[src/common/liu_pkg.sv]
// Function
// - compat mode serves the register set through a 4K-byte memory page.
// - extended mode serves the registers through model-specific register accesses.
// - memory-page accesses are dropped, unanswered, while extended mode is active.
// - physical id is 8 bits in compat mode, 32 bits in extended.
// - extended logical id splits into 16-bit cluster and 16-bit member fields.
// - fewer physical id bits may be stored; reads zero-extend them.
// - fewer cluster and member bits may be stored; reads zero-extend them.
// - extended registers answer only after switching into extended mode.
// - priority and delivery handling stay the same in both modes.
// - energy policy sends interrupts to active cores before waking deep idle ones.
// - performance policy prefers light idle cores over heavily loaded active ones.
package liu_pkg;
   localparam int unsigned PAGE_BYTES   = 4096;
   localparam int unsigned PAGE_AW      = 12;
   localparam int unsigned COMPAT_ID_W  = 8;
   localparam int unsigned EXT_ID_W     = 32;
   localparam int unsigned SUB_W        = 16;
   localparam int unsigned COMPAT_LSB   = 24;
   localparam logic [11:0] OFS_ID       = 12'h020;
   localparam logic [11:0] OFS_TPR      = 12'h080;
   localparam logic [11:0] OFS_LDR      = 12'h0D0;
   localparam logic [31:0] MSR_MODE     = 32'h0000001B;
   localparam logic [31:0] MSR_ID       = 32'h00000802;
   localparam logic [31:0] MSR_TPR      = 32'h00000808;
   localparam logic [31:0] MSR_LDR      = 32'h0000080D;
   localparam logic [31:0] MODE_EXT_MSK = 32'h00000400;
   localparam logic [7:0]  RST_TPR      = 8'h00;
   localparam logic [31:0] RST_ID       = 32'h00000000;
   localparam logic [15:0] RST_SUB      = 16'h0000;

   typedef enum logic {LIU_COMPAT, LIU_EXT} liu_mode_e;
   typedef enum logic {LIU_ENERGY, LIU_PERF} liu_policy_e;
   typedef enum logic [1:0] {LIU_ACTIVE, LIU_LIGHT, LIU_DEEP} liu_cstate_e;

   typedef struct packed {
      logic        valid;
      logic        write;
      logic [11:0] addr;
      logic [31:0] wdata;
   } liu_mreq_s;

   typedef struct packed {
      logic        valid;
      logic        write;
      logic [31:0] index;
      logic [31:0] wdata;
   } liu_xreq_s;

   typedef struct packed {
      logic        ack;
      logic        drop;
      logic [31:0] rdata;
   } liu_rsp_s;

   typedef struct packed {
      logic        valid;
      liu_policy_e policy;
      logic [7:0]  vec;
   } liu_irq_s;
endpackage

[src/hw/liu_top.sv]
`timescale 1ns/1ps
module liu_top
#(
   parameter int unsigned ID_W  = 32,
   parameter int unsigned CL_W  = 16,
   parameter int unsigned LG_W  = 16,
   parameter int unsigned NCORE = 4,
   parameter int unsigned IDX_W = 2
)
(
   // clock and reset
   input  wire logic                    clk,
   input  wire logic                    sys_rst,
   input  wire logic                    ce,
   // memory-page register access
   input  wire liu_pkg::liu_mreq_s      mreq,
   output liu_pkg::liu_rsp_s            mrsp,
   // model-specific register access
   input  wire liu_pkg::liu_xreq_s      xreq,
   output liu_pkg::liu_rsp_s            xrsp,
   // destination matching
   input  wire logic                    dst_valid,
   input  wire logic                    dst_logical,
   input  wire logic [31:0]             dst_id,
   output logic                         dst_hit_valid,
   output logic                         dst_hit,
   // identity and mode
   output logic                         ext_mode,
   output logic [31:0]                  phys_id_out,
   output logic [31:0]                  log_id_out,
   output logic [7:0]                   prio_out,
   // power-aware routing
   input  wire liu_pkg::liu_irq_s       irq,
   input  wire liu_pkg::liu_cstate_e [NCORE-1:0] core_state,
   input  wire logic [NCORE-1:0]        core_busy,
   output logic                         route_valid,
   output logic [IDX_W-1:0]             route_core,
   output logic [7:0]                   route_vec
);
   import liu_pkg::*;

   liu_mode_e         mode_reg;
   liu_mode_e         mode_next;
   logic [ID_W-1:0]   id_reg;
   logic [ID_W-1:0]   id_next;
   logic [CL_W-1:0]   cl_reg;
   logic [CL_W-1:0]   cl_next;
   logic [LG_W-1:0]   lg_reg;
   logic [LG_W-1:0]   lg_next;
   logic [7:0]        tpr_reg;
   logic [7:0]        tpr_next;
   liu_rsp_s          mrsp_reg;
   liu_rsp_s          mrsp_next;
   liu_rsp_s          xrsp_reg;
   liu_rsp_s          xrsp_next;
   logic              hitv_reg;
   logic              hit_reg;
   logic              rtv_reg;
   logic [IDX_W-1:0]  rtc_reg;
   logic [7:0]        rtvec_reg;
   liu_cstate_e       rtst_reg;

   // lowest-numbered set bit of a core mask
   function automatic logic [IDX_W-1:0] first_idx(input logic [NCORE-1:0] m);
      logic [IDX_W-1:0] r;
      r = '0;
      for (int i = NCORE - 1; i >= 0; i--)
      begin
         if (m[i])
         begin
            r = IDX_W'(i);
         end
      end
      return r;
   endfunction

   function automatic logic [NCORE-1:0] state_mask(
      input liu_cstate_e [NCORE-1:0] s,
      input liu_cstate_e             want
   );
      logic [NCORE-1:0] r;
      r = '0;
      for (int i = 0; i < NCORE; i++)
      begin
         r[i] = (s[i] == want);
      end
      return r;
   endfunction

   // mode decode
   wire is_ext    = (mode_reg == LIU_EXT);
   wire is_compat = (mode_reg == LIU_COMPAT);

   // memory-page decode
   wire m_id    = (mreq.addr == OFS_ID);
   wire m_tpr   = (mreq.addr == OFS_TPR);
   wire m_ldr   = (mreq.addr == OFS_LDR);
   wire m_hit   = m_id | m_tpr | m_ldr;
   wire m_take  = mreq.valid & is_compat & m_hit;
   wire m_wr    = m_take & mreq.write;
   wire m_rd    = m_take & ~mreq.write;

   // model-specific register decode
   wire x_mode  = (xreq.index == MSR_MODE);
   wire x_id    = (xreq.index == MSR_ID);
   wire x_tpr   = (xreq.index == MSR_TPR);
   wire x_ldr   = (xreq.index == MSR_LDR);
   wire x_regs  = is_ext & (x_id | x_tpr | x_ldr);
   wire x_take  = xreq.valid & (x_mode | x_regs);
   wire x_wr    = x_take & xreq.write;
   wire x_rd    = x_take & ~xreq.write;

   // identity views, narrow storage zero-extended
   wire [31:0] id_compat = 32'(id_reg[COMPAT_ID_W-1:0]);
   wire [31:0] id_ext    = 32'(id_reg);
   wire [15:0] cl_ext    = 16'(cl_reg);
   wire [15:0] lg_ext    = 16'(lg_reg);
   wire [31:0] ldr_ext   = {cl_ext, lg_ext};
   wire [31:0] ldr_cmp   = {lg_reg[7:0], 24'h000000};
   wire [31:0] mode_word = is_ext ? MODE_EXT_MSK : 32'h00000000;

   // read data, compat id and logical fields sit in the top byte, priority in the low byte
   wire [31:0] m_rdata =
      m_id  ? {id_reg[COMPAT_ID_W-1:0], 24'h000000} :
      m_tpr ? 32'(tpr_reg) :
      m_ldr ? ldr_cmp : 32'h00000000;
   wire [31:0] x_rdata =
      x_mode ? mode_word :
      x_id   ? id_ext :
      x_tpr  ? 32'(tpr_reg) :
      x_ldr  ? ldr_ext : 32'h00000000;

   // register updates
   wire ext_sel = (xreq.wdata & MODE_EXT_MSK) != 32'h00000000;
   assign mode_next = (x_wr & x_mode) ? (ext_sel ? LIU_EXT : LIU_COMPAT)
                                      : mode_reg;
   assign id_next =
      (m_wr & m_id) ? ID_W'(mreq.wdata[COMPAT_LSB +: COMPAT_ID_W]) :
      (x_wr & x_id) ? xreq.wdata[ID_W-1:0] : id_reg;
   // priority is one field shared by both access paths
   assign tpr_next =
      (m_wr & m_tpr) ? mreq.wdata[7:0] :
      (x_wr & x_tpr) ? xreq.wdata[7:0] : tpr_reg;
   assign cl_next =
      (m_wr & m_ldr) ? CL_W'(0) :
      (x_wr & x_ldr) ? xreq.wdata[SUB_W +: CL_W] : cl_reg;
   assign lg_next =
      (m_wr & m_ldr) ? LG_W'(mreq.wdata[COMPAT_LSB +: 8]) :
      (x_wr & x_ldr) ? xreq.wdata[LG_W-1:0] : lg_reg;

   // answers: ack on a served access, drop otherwise
   assign mrsp_next = '{ack:   m_take,
                        drop:  mreq.valid & ~m_take,
                        rdata: m_rd ? m_rdata : 32'h00000000};
   assign xrsp_next = '{ack:   x_take,
                        drop:  xreq.valid & ~x_take,
                        rdata: x_rd ? x_rdata : 32'h00000000};

   // destination match
   wire phys_cmp = ({24'h000000, dst_id[7:0]} == id_compat);
   wire phys_ext = (dst_id == id_ext);
   wire log_cmp  = (dst_id[7:0] & lg_reg[7:0]) != 8'h00;
   wire log_ext  = (dst_id[31:16] == cl_ext) &&
                   ((dst_id[15:0] & lg_ext) != 16'h0000);
   wire hit_now  = dst_logical ? (is_ext ? log_ext : log_cmp)
                               : (is_ext ? phys_ext : phys_cmp);

   // power-aware routing choice
   wire [NCORE-1:0] act_m  = state_mask(core_state, LIU_ACTIVE);
   wire [NCORE-1:0] lit_m  = state_mask(core_state, LIU_LIGHT);
   wire [NCORE-1:0] deep_m = state_mask(core_state, LIU_DEEP);
   wire [NCORE-1:0] free_m = act_m & ~core_busy;
   wire [NCORE-1:0] nrg_m  = (|act_m) ? act_m :
                             (|lit_m) ? lit_m : deep_m;
   wire [NCORE-1:0] prf_m  = (|lit_m)  ? lit_m :
                             (|free_m) ? free_m :
                             (|act_m)  ? act_m : deep_m;
   wire [NCORE-1:0] pick_m = (irq.policy == LIU_PERF) ? prf_m : nrg_m;
   wire [IDX_W-1:0] pick   = first_idx(pick_m);
   wire             any_m  = |pick_m;

   always_ff @(posedge clk or posedge sys_rst)
   begin
      if (sys_rst)
      begin
         mode_reg <= LIU_COMPAT;
         id_reg   <= RST_ID[ID_W-1:0];
         cl_reg   <= RST_SUB[CL_W-1:0];
         lg_reg   <= RST_SUB[LG_W-1:0];
         tpr_reg  <= RST_TPR;
         mrsp_reg <= '0;
         xrsp_reg <= '0;
      end
      else if (ce)
      begin
         mode_reg <= mode_next;
         id_reg   <= id_next;
         cl_reg   <= cl_next;
         lg_reg   <= lg_next;
         tpr_reg  <= tpr_next;
         mrsp_reg <= mrsp_next;
         xrsp_reg <= xrsp_next;
      end
   end

   always_ff @(posedge clk or posedge sys_rst)
   begin
      if (sys_rst)
      begin
         hitv_reg  <= 1'b0;
         hit_reg   <= 1'b0;
         rtv_reg   <= 1'b0;
         rtc_reg   <= '0;
         rtvec_reg <= 8'h00;
         rtst_reg  <= LIU_ACTIVE;
      end
      else if (ce)
      begin
         hitv_reg  <= dst_valid;
         hit_reg   <= dst_valid & hit_now;
         rtv_reg   <= irq.valid & any_m;
         if (irq.valid & any_m)
         begin
            rtc_reg   <= pick;
            rtvec_reg <= irq.vec;
            rtst_reg  <= core_state[pick];
         end
      end
   end

   assign mrsp          = mrsp_reg;
   assign xrsp          = xrsp_reg;
   assign ext_mode      = is_ext;
   assign phys_id_out   = is_ext ? id_ext : id_compat;
   assign log_id_out    = is_ext ? ldr_ext : 32'(lg_reg[7:0]);
   assign prio_out      = tpr_reg;
   assign dst_hit_valid = hitv_reg;
   assign dst_hit       = hit_reg;
   assign route_valid   = rtv_reg;
   assign route_core    = rtc_reg;
   assign route_vec     = rtvec_reg;
endmodule

[config.mk]
export PLATFORM = sky130hd
export DESIGN_NAME = liu_top
export DESIGN_NICKNAME = d
export VERILOG_FILES = /design/src/common/liu_pkg.sv /design/src/hw/liu_top.sv
export SDC_FILE = /design/constraint.sdc
export NUM_CORES = 1
export LEC_CHECK = 0
export BUFFER_PORTS_ARGS = -buffer_cell sky130_fd_sc_hd__buf_2
export CORE_ASPECT_RATIO = 1.4
export CORE_UTILIZATION = 35
export DETAILED_ROUTE_END_ITERATION = 7
export GPL_ROUTABILITY_DRIVEN = 0
export GPL_TIMING_DRIVEN = 0
export MAX_ROUTING_LAYER = met4
export RECOVER_POWER = 25
export SYNTH_ARGS = -nofsm -noshare
export SYNTH_HDL_FRONTEND = slang
export SYNTH_SLANG_ARGS = --single-unit
export TNS_END_PERCENT = 30
[constraint.sdc]
create_clock -name clk -period 5.3 [get_ports clk]
set_clock_uncertainty 0.2 [all_clocks]
set_input_delay 0.53 -clock clk [delete_from_list [all_inputs] [get_ports clk]]
set_output_delay 0.53 -clock clk [all_outputs]
set_load 0.05 [all_outputs]
==> results of run 1 <==
## where the power goes
group	switching, mW	total, mW	internal [mW]	leakage [nW]
clock	0.527	1.19	0.665	0.280
sequential	0.00907	1.08	1.07	1.89
combinational	0.217	0.318	0.101	2.70
## worst max-delay path: stages
cell and delay, ns:
buf_2 0.09, or4_4 0.56, nor4_1 0.55, nor4b_2 0.82
o211ai_1 0.57, clkbuf_1 0.42, o22a_1 0.28, o21a_1 0.10
## cells in the mapped netlist (2+ instances only)
library cell	n	area, µm²
and2_1	51	319
o2bb2ai_1	42	368
and4_1	2	17.5
nor2b_1	8	50.1
nand2_1	57	214
clkbuf_1	28	105
o21ai_0	8	40.0
a311oi_1	2	17.5
a2bb2oi_1	8	70.1
xnor2_1	16	140
buf_6	3	33.8
buf_1	5	18.8
nor4_1	15	93.8
o211ai_1	3	22.5
a222oi_1	8	80.1
a22oi_1	41	308
dfrtp_1	138	3450
nor3b_1	3	22.5
a21oi_1	5	25.0
a22o_1	33	289
nand3_1	31	155
nand3b_1	2	15.0
or4_4	3	33.8
nor3_1	9	45.0
mux2_2	9	101
o31a_1	2	17.5
o2111ai_2	2	30.0
nand2b_1	4	25.0
o21a_1	19	143
and3_1	8	50.1
xor2_1	33	289
o21bai_1	3	22.5
o22ai_1	10	62.6
nand4b_1	3	26.3
o22a_1	16	140
inv_1	7	26.3
nand4_1	7	43.8
buf_4	34	255
nor2_1	12	45.0
## cell usage in the layout (no fill, tap or decap), drive strengths merged, types with 17 or more instances in the layout
cell type and n:
o2bb2ai 42, clkbuf 90, nor4 17, a22o 33, a22oi 41, nand3 31, o21a 19, nand2 57
and2 52, dfrtp 138, buf 290, xor2 33
## layer usage
layer  part of all wire  up-vias  GRT usage
li1                   -     3316          -
met1               0.40     3557      0.307
met2               0.51      347      0.446
met3              0.064       47     0.0484
met4              0.025        0     0.0940
met5                  0        -          -
## final timing paths
path | startpoint | depth (start not counted) | end
min reg2reg | xrsp[17] | 1 | xrsp[17]
max | xreq[41] | 8 | lg_ext[1]
max reg2reg | ext_mode | 7 | cl_ext[11]
min in group asynchronous | sys_rst | 3 | xrsp[27]
max in group asynchronous | sys_rst | 4 | xrsp[8]
min | xreq[22] | 3 | cl_ext[6]
## through the flow
step | setup slack (ns) | TNS [ns] | hold slack, ns | instance area (µm²)
after CTS | 1.52 | 0 | 0.100 | 9950
final | 1.49 | 0 | 0.112 | 9890
after detailed placement | 1.07 | 0 | 0.268 | 9350
after floorplan | 0.874 | 0 | 0.298 | 7540
after global placement | -1.05 | -143.44 | 0.265 | 9320
after global routing | 1.35 | 0 | 0.113 | 9890
## cell families after synthesis
| group | after synthesis |
|---|---|
| buffers and inverters | 78 |
| and+or+nand+nor | 223 |
| AOI/OAI and AO/OA | 218 |
| DFF | 138 |
| xor gates and xnor gates | 49 |
| muxes | 9 |
| other | 1 |
## layout make-up
cell class,count,area (µm²),area share
timing repair buffer,294,1440,0.146
multi-input combinational,515,3640,0.369
tap,256,320,0.0324
sequential,138,3450,0.349
clock inverter,15,158,0.0159
buffer,70,413,0.0418
clock buffer,17,425,0.0430
inverter,8,31.3,0.00316
## what timing repair did
| action | CTS | global route |
|---|---|---|
| gates resized for setup | 0 | 0 |
| endpoints found under the hold margin | 48 | 0 |
| endpoints found under the setup margin | 0 | 0 |
| hold buffers | 1 | 0 |
==> results.ini, run 1 <==
[timing]
rsz0062_at_grt = no
finalSetupViolations = 0
relSlewSlack = -0.604
max_freq_ghz = 0.262
fin_crit_sh = 0.720
finalCriticalPeriod_ns = 3.81
drv_slew = 49
finalHoldViolations = 0
tightest_slew_ns = 2.39

[floorplan]
fp.dieW_um = 126
io_pins = 325
die_y_um = 175
fp.coreArea_mm2 = 0.0207
row_count = 62
dieArea_mm2 = 0.0220
start_util = 0.361

[yosys]
syn_avg_cell_area_um2 = 10.5
synth-edff-count = 0
ys_types = 65
synthCells = 716
synth-seq-area-share = 0.461
synth-xor-area-share = 0.0573
muxShareOfSynthArea = 0.0135
synth_compound_area_frac = 0.240
synth_ff_type = dfrtp_1
ys_ff_latch = 138
synth_area_mm2 = 0.00748
synth_top_family_by_area = compound AO/OA/AOI/OAI gates
synth_async_sr_flop_share = 1.00
synth_fa_ha_area_frac = 0
synthSimpleGateAreaFrac = 0.168
yosysWarnings = 0

[grt]
antenna_found_initial = 0
grt_use_total = 0.262
grt_pass1_vias = 7298
grt_max_degree = 91
grt_pass1_wl_um = 42000
grt_remaining_overflow = 0

[route]
wl_per_cell_um = 21.0
first_pass_iters = 8
remaining_drc_errors = 25
drt_iter0_markers = 624
postRouteAntennaNets = 0
routed_via_density = 5.53
via_count = 7267
wirelength_um = 27600

[cells_and_area]
num_antenna_cells = 0
fillerInstances = 2039
final_core_util = 0.477
layout-drive-gt1-share = 0.323
fin_nets = 1215
largest_reg_flops = 34
area_delta_synth_final_pct = 32.1
fin_cells = 1313

[clocking]
cts_setup_buffers = 0
clk_latency_ns = 0.44
cts_tree = yes
cts_root_buf = clkbuf_16
cts.sinks = 138
clockBufferDepth = 2
cts_max_level = 4
clk_pin_slew_ns = 0.06
numCtsBuffers = 17

[flow_run]
drv_cap = 1

[critical_path]
crit_type = in2reg
cp_max_fo = 10
worst_setup_path_start_kind = primary input
arrival_ns = 3.93
ff2ff_setup_slack_ns = 2.69
crit_path_end_kind = flop
critPathRequiredTime_ns = 5.42

[pwr]
power_leakage_nw = 4.87
total_power_mw = 2.59
vdd_drop_max_mv = 0.209
power_density_mw_per_mm2 = 262

[status]
violations = DRC, capacitance limit, slew limit
outcome = finished, violations left

[hold_path]
hold_path_class = in2reg

[placed_design]
portBuffers = 292
hpwl_um = 20900
dp_cells = 1280

No activity file was read; power rests on OpenSTA's default activity.
==> inputs of run 2 (changes only) <==
==> constraint.sdc (replaced) <==
create_clock -name clk -period 3.3 [get_ports clk]
set_clock_uncertainty 0.2 [all_clocks]
set_input_delay 0.33 -clock clk [delete_from_list [all_inputs] [get_ports clk]]
set_output_delay 0.33 -clock clk [all_outputs]
set_load 0.05 [all_outputs]
==> results.ini, run 2 (synthesis gave the netlist of run 1 again) <==
[flow_run]
drv_cap = 0  ; -1

[hold_path]
hold_path_class = in2reg
whs_path_depth = 3  ; unchanged

[placed_design]
portBuffers = 292  ; unchanged
dp_slack_ns = -0.824  ; -1.90 ns
hpwl_um = 21400  ; +2.5%

[timing]
finalCriticalPeriod_ns = 3.13
fin_crit_sh = 0.950
max_freq_ghz = 0.319
relSlewSlack = 0.188  ; +0.792
finalSetupViolations = 0  ; unchanged
rsz0062_at_grt = no
tightest_slew_ns = 1.21  ; -1.18 ns
worst_slack_ns = 0.166  ; -1.32 ns
drv_slew = 0  ; -100%
setup-tns-final_ns = 0  ; unchanged
finalHoldViolations = 0  ; unchanged

[status]
outcome = finished, violations left
violations = DRC

[critical_path]
r2r.worst_path.cells = 7  ; unchanged
critPathRequiredTime_ns = 3.41  ; -2.01 ns
worst_setup_path_start_kind = primary input
crit_type = in2reg
crit_path_end_kind = flop
arrival_ns = 3.24  ; -0.69 ns
cp_max_fo = 10  ; unchanged
ff2ff_setup_slack_ns = 0.60  ; -2.09 ns

[cells_and_area]
final_common_cell = buf_2
fin_nets = 1251  ; +3.0%
num_antenna_cells = 0  ; unchanged
layout_common_cells = buf_2, dfrtp_1, nand2_1
fillerInstances = 2022  ; -0.83%
largest_reg_flops = 34  ; unchanged
layout-drive-gt1-share = 0.350  ; +0.0278
area_delta_synth_final_pct = 37.1

[floorplan]
dieArea_mm2 = 0.0220  ; unchanged
io_pins = 325  ; unchanged
start_util = 0.361  ; unchanged
die_y_um = 175  ; unchanged
fp.dieW_um = 126  ; unchanged
row_count = 62  ; unchanged
fp.coreArea_mm2 = 0.0207  ; unchanged

[clocking]
cts_root_buf = clkbuf_16
cts_max_level = 4  ; unchanged
clk_latency_ns = 0.42  ; -0.02 ns
cts_tree = yes
clockBufferDepth = 2  ; unchanged
cts.sinks = 138  ; unchanged
numCtsBuffers = 17  ; unchanged
clk_pin_slew_ns = 0.06  ; about the same

[grt]
grt_pass1_vias = 7760  ; +6.3%
grt_use_total = 0.274  ; +0.0126
antenna_found_initial = 0  ; unchanged
grt_pass1_wl_um = 44100  ; +5.1%
grt_remaining_overflow = 0  ; unchanged
grt_max_degree = 42  ; -54%

[route]
wl_per_cell_um = 21.3  ; +1.2%
wirelength_um = 28700  ; +4.0%
routed_via_density = 5.45  ; -1.6%
remaining_drc_errors = 25  ; unchanged
drt_iter0_markers = 514  ; -18%
first_pass_iters = 8  ; unchanged
via_count = 7349  ; +1.1%
postRouteAntennaNets = 0  ; unchanged

[pwr]
power_leakage_nw = 5.18  ; +6.4%
vdd_drop_max_mv = 0.319  ; +53%
power_density_mw_per_mm2 = 404  ; +54%

==> run 2: timing repair <==
action	4_1_cts	5_1_grt
setup endpoints to repair	32	0
endpoints found under the hold margin	79	0
buffers inserted	1	0
hold buffers	34	0
gates resized for setup	1	0
==> run 2: routing by layer <==
layer	part of all wire	GRT usage
met5	0	-
met4	0.018	0.0859
met3	0.057	0.0413
met2	0.53	0.493
met1	0.39	0.311
==> run 2: critical path: stages <==
cell and delay, ns:
buf_2 0.10, nor4_1 0.28, nand2_1 0.22, nor4_2 0.84, nand3_1 0.65, a21o_4 0.44
buf_6 0.16, a22o_1 0.23
==> run 2: metrics by stage <==
step | util | std cells | hold WS (ns) | cell area [µm²] | total power, mW
2_1_floorplan | - | 731 | 0.243 | 7540 | 2.07
3_3_place_gp | 0.450 | 1279 | 0.266 | 9330 | 2.28
3_5_place_dp | 0.453 | 1282 | 0.250 | 9390 | 2.29
4_1_cts | 0.497 | 1349 | 0.000131 | 10300 | 4.17
5_1_grt | 0.495 | 1349 | 0.0332 | 10300 | 4.28
6_report | 0.495 | 1349 | 0.0168 | 10300 | 4.14
==> run 2: power by group <==
part           switching, mW  internal (mW)  total (mW)
Sequential            0.0159           1.72        1.74
Clock                  0.863          0.992        1.85
Combinational          0.356          0.191       0.547
Total                   1.23           2.91        4.14
==> run 2: worst paths after layout <==
kind | startpoint | to
setup / recovery | mreq[41] | id_ext[17]
hold / removal | xreq[10] | lg_ext[10]
setup reg to reg | ext_mode | cl_ext[8]
hold reg to reg | xrsp[27] | xrsp[27]
max in group asynchronous | sys_rst | xrsp[9]
min in group asynchronous | sys_rst | route_core[1]
==> run 2: layout make-up <==
type                    instances  area [µm²]  area share
clock buffers                  17         425      0.0415
well taps                     256         320      0.0312
repair buffers                330        1830       0.179
multi-input cells             515        3650       0.356
flip-flops and latches        138        3450       0.337
inverters                       8        31.3     0.00305
plain buffers                  70         413      0.0403
clock inverters                15         130      0.0127
==> inputs of run 3 (changes only) <==
--- a/config.mk
+++ b/config.mk
@@ -7,6 +7,7 @@
 export LEC_CHECK = 0
 export BUFFER_PORTS_ARGS = -buffer_cell sky130_fd_sc_hd__buf_2
 export CORE_ASPECT_RATIO = 1.4
+export CORE_MARGIN = 2
 export CORE_UTILIZATION = 35
 export DETAILED_ROUTE_END_ITERATION = 7
 export GPL_ROUTABILITY_DRIVEN = 0
@@ -16,4 +17,4 @@
 export SYNTH_ARGS = -nofsm -noshare
 export SYNTH_HDL_FRONTEND = slang
 export SYNTH_SLANG_ARGS = --single-unit
-export TNS_END_PERCENT = 30
+export TNS_END_PERCENT = 1
==> results.ini, run 3 (synthesis gave the netlist of run 1 again) <==
[timing]
fin_crit_sh = 0.948  ; -0.00134
max_freq_ghz = 0.320  ; +0.14%
finalHoldViolations = 0  ; unchanged
drv_slew = 0  ; unchanged
relSlewSlack = 0.279  ; +0.0918
finalCriticalPeriod_ns = 3.13  ; -0.00442 ns
finalSetupViolations = 0  ; unchanged
worst_slack_ns = 0.171  ; +0.00442 ns
tightest_slew_ns = 1.07  ; -0.137 ns
setup-tns-final_ns = 0  ; unchanged
rsz0062_at_grt = no

[pwr]
p_sw_frac = 0.279  ; -0.0192
power_leakage_nw = 5.07  ; -2.1%
cellInternalPower_mw = 3.07  ; +5.6%
power.switching_mw = 1.19  ; -3.8%
p_seq_frac = 0.409  ; -0.011
p_clk_frac = 0.462  ; +0.014
vdd_drop_max_mv = 0.341  ; +7.0%
power_density_mw_per_mm2 = 412  ; +2.1%
combinationalPowerShare = 0.129  ; -0.003

[critical_path]
r2r.worst_path.cells = 7  ; unchanged
crit_path_end_kind = flop
crit_slowest_cell = nor4_2
ff2ff_setup_slack_ns = 0.71  ; +0.11 ns
arrival_ns = 3.25  ; about the same
crit_type = in2reg
cp_max_fo = 10  ; unchanged
max_stage_delay_ns = 0.83  ; about the same
worst_setup_path_start_kind = primary input
critPathRequiredTime_ns = 3.42  ; about the same
crit_chain = buf_2 > nor4_1 > nand2_1 > nor4_2 > nand3_1 > a21o_4 > buf_6 > a22o_1

[clocking]
clockBufferDepth = 2  ; unchanged
cts_max_level = 4  ; unchanged
numCtsBuffers = 17  ; unchanged
cts_tree = yes
clk_latency_ns = 0.43  ; about the same
clk_pin_slew_ns = 0.06  ; about the same
cts.sinks = 138  ; unchanged
cts_root_buf = clkbuf_16

[grt]
grt_max_degree = 37  ; -12%
grt_pass1_vias = 7553  ; -2.7%
grt_pass1_wl_um = 42900  ; -2.7%
grt_use_total = 0.258  ; -0.0159
antenna_found_initial = 1  ; +1
grt_remaining_overflow = 0  ; unchanged

[floorplan]
fp.coreArea_mm2 = 0.0211  ; +2.0%
fp.dieW_um = 128  ; +1.6%
row_count = 63  ; +1.6%
die_y_um = 177  ; +1.1%
start_util = 0.354  ; -0.00706
dieArea_mm2 = 0.0226  ; +2.8%
io_pins = 325  ; unchanged

[cells_and_area]
final_common_cell = buf_2
layout_common_cells = buf_2, dfrtp_1, clkbuf_1
layout-drive-gt1-share = 0.314  ; -0.0359
fillerInstances = 2091  ; +3.4%
largest_reg_flops = 34  ; unchanged
fin_nets = 1255  ; +0.32%
area_delta_synth_final_pct = 38.0

[route]
via_count = 7408  ; +0.80%
first_pass_iters = 5  ; -3
remaining_drc_errors = 0  ; -100%
drt_iter0_markers = 505  ; -1.8%
wirelength_um = 28300  ; -1.4%
postRouteAntennaNets = 0  ; unchanged
routed_via_density = 5.45  ; about the same
wl_per_cell_um = 20.8  ; -2.1%

[flow_run]
drv_cap = 0  ; unchanged

[placed_design]
hpwl_um = 21400  ; about the same
dp_slack_ns = -0.742  ; +0.0828 ns
portBuffers = 292  ; unchanged

[hold_path]
hold_path_class = in2reg
whs_path_depth = 3  ; unchanged

[status]
outcome = complete, no violations

-- run 3: cell types whose count changed in the layout (fill, tap and decap cells not counted), sizes merged --
cell	change
buf	-36
clkinvlp	-2
clkinv	+2
bufinv	+2
clkbuf	+40
diode	+2
inv	-3
dlygate4sd3	+1
-- run 3: final timing paths --
kind	start	end
worst max-delay path	mreq[32]	id_ext[16]
worst min-delay path	mreq[3]	prio_out[3]
worst max register to register	ext_mode	lg_ext[9]
worst min register to register	xrsp[33]	xrsp[33]
max in group asynchronous	sys_rst	mrsp[3]
min in group asynchronous	sys_rst	route_core[1]
-- run 3: power by group through the flow --
stage               clock [mW]  combinational, mW  sequential [mW]
finish                    1.97              0.550             1.74
floorplan                    0              0.192             1.88
global route              2.07              0.590             1.74
global placement             0              0.513             1.77
CTS                       2.00              0.562             1.74
detailed placement           0              0.529             1.77
-- run 3: through the flow --
| stage | area [µm²] | hold WS (ns) | util | std cells | power, mW |
|---|---|---|---|---|---|
| after global routing | 10300 | 0.0376 | 0.489 | 1358 | 4.40 |
| after CTS | 10400 | 0.0237 | 0.492 | 1357 | 4.30 |
| final | 10300 | 0.0374 | 0.489 | 1359 | 4.25 |
| after detailed placement | 9420 | 0.212 | 0.446 | 1287 | 2.30 |
| after global placement | 9330 | 0.266 | 0.442 | 1283 | 2.28 |
| after floorplan | 7540 | 0.243 | - | 731 | 2.07 |
-- run 3: repair_timing --
action,CTS,global route
hold endpoints to repair,80,0
setup endpoints to repair,32,0
buffers inserted,3,0
resized for setup,1,0
hold buffers,35,0
-- run 3: routing by layer --
layer | part of all wire | wire (µm) | up-vias | GRT usage
met5 | 0 | 0 | - | -
met4 | 0.035 | 988 | 0 | 0.115
met3 | 0.057 | 1630 | 67 | 0.0384
met2 | 0.51 | 14300 | 352 | 0.441
met1 | 0.40 | 11300 | 3597 | 0.301
li1 | - | - | 3392 | -
-- run 3: area by class of cell --
cell class                 instances  area, µm²  area share
buffer                            70        413      0.0400
antenna                            2       5.00    0.000485
inverter                           8       31.3     0.00303
tap                              260        325      0.0315
clock inverter                    14        161      0.0156
timing repair buffer             334       1850       0.179
clock buffer                      18        439      0.0425
multi-input combinational        515       3650       0.354
sequential                       138       3450       0.334
-- run 3: worst max-delay path: cells and delay by family --
| kind | cells | cell delay, ns |
|---|---|---|
| buffers and inverters | 2 | 0.27 |
| AND/OR/NAND/NOR | 4 | 1.97 |
| AO/OA/AOI/OAI | 2 | 0.67 |
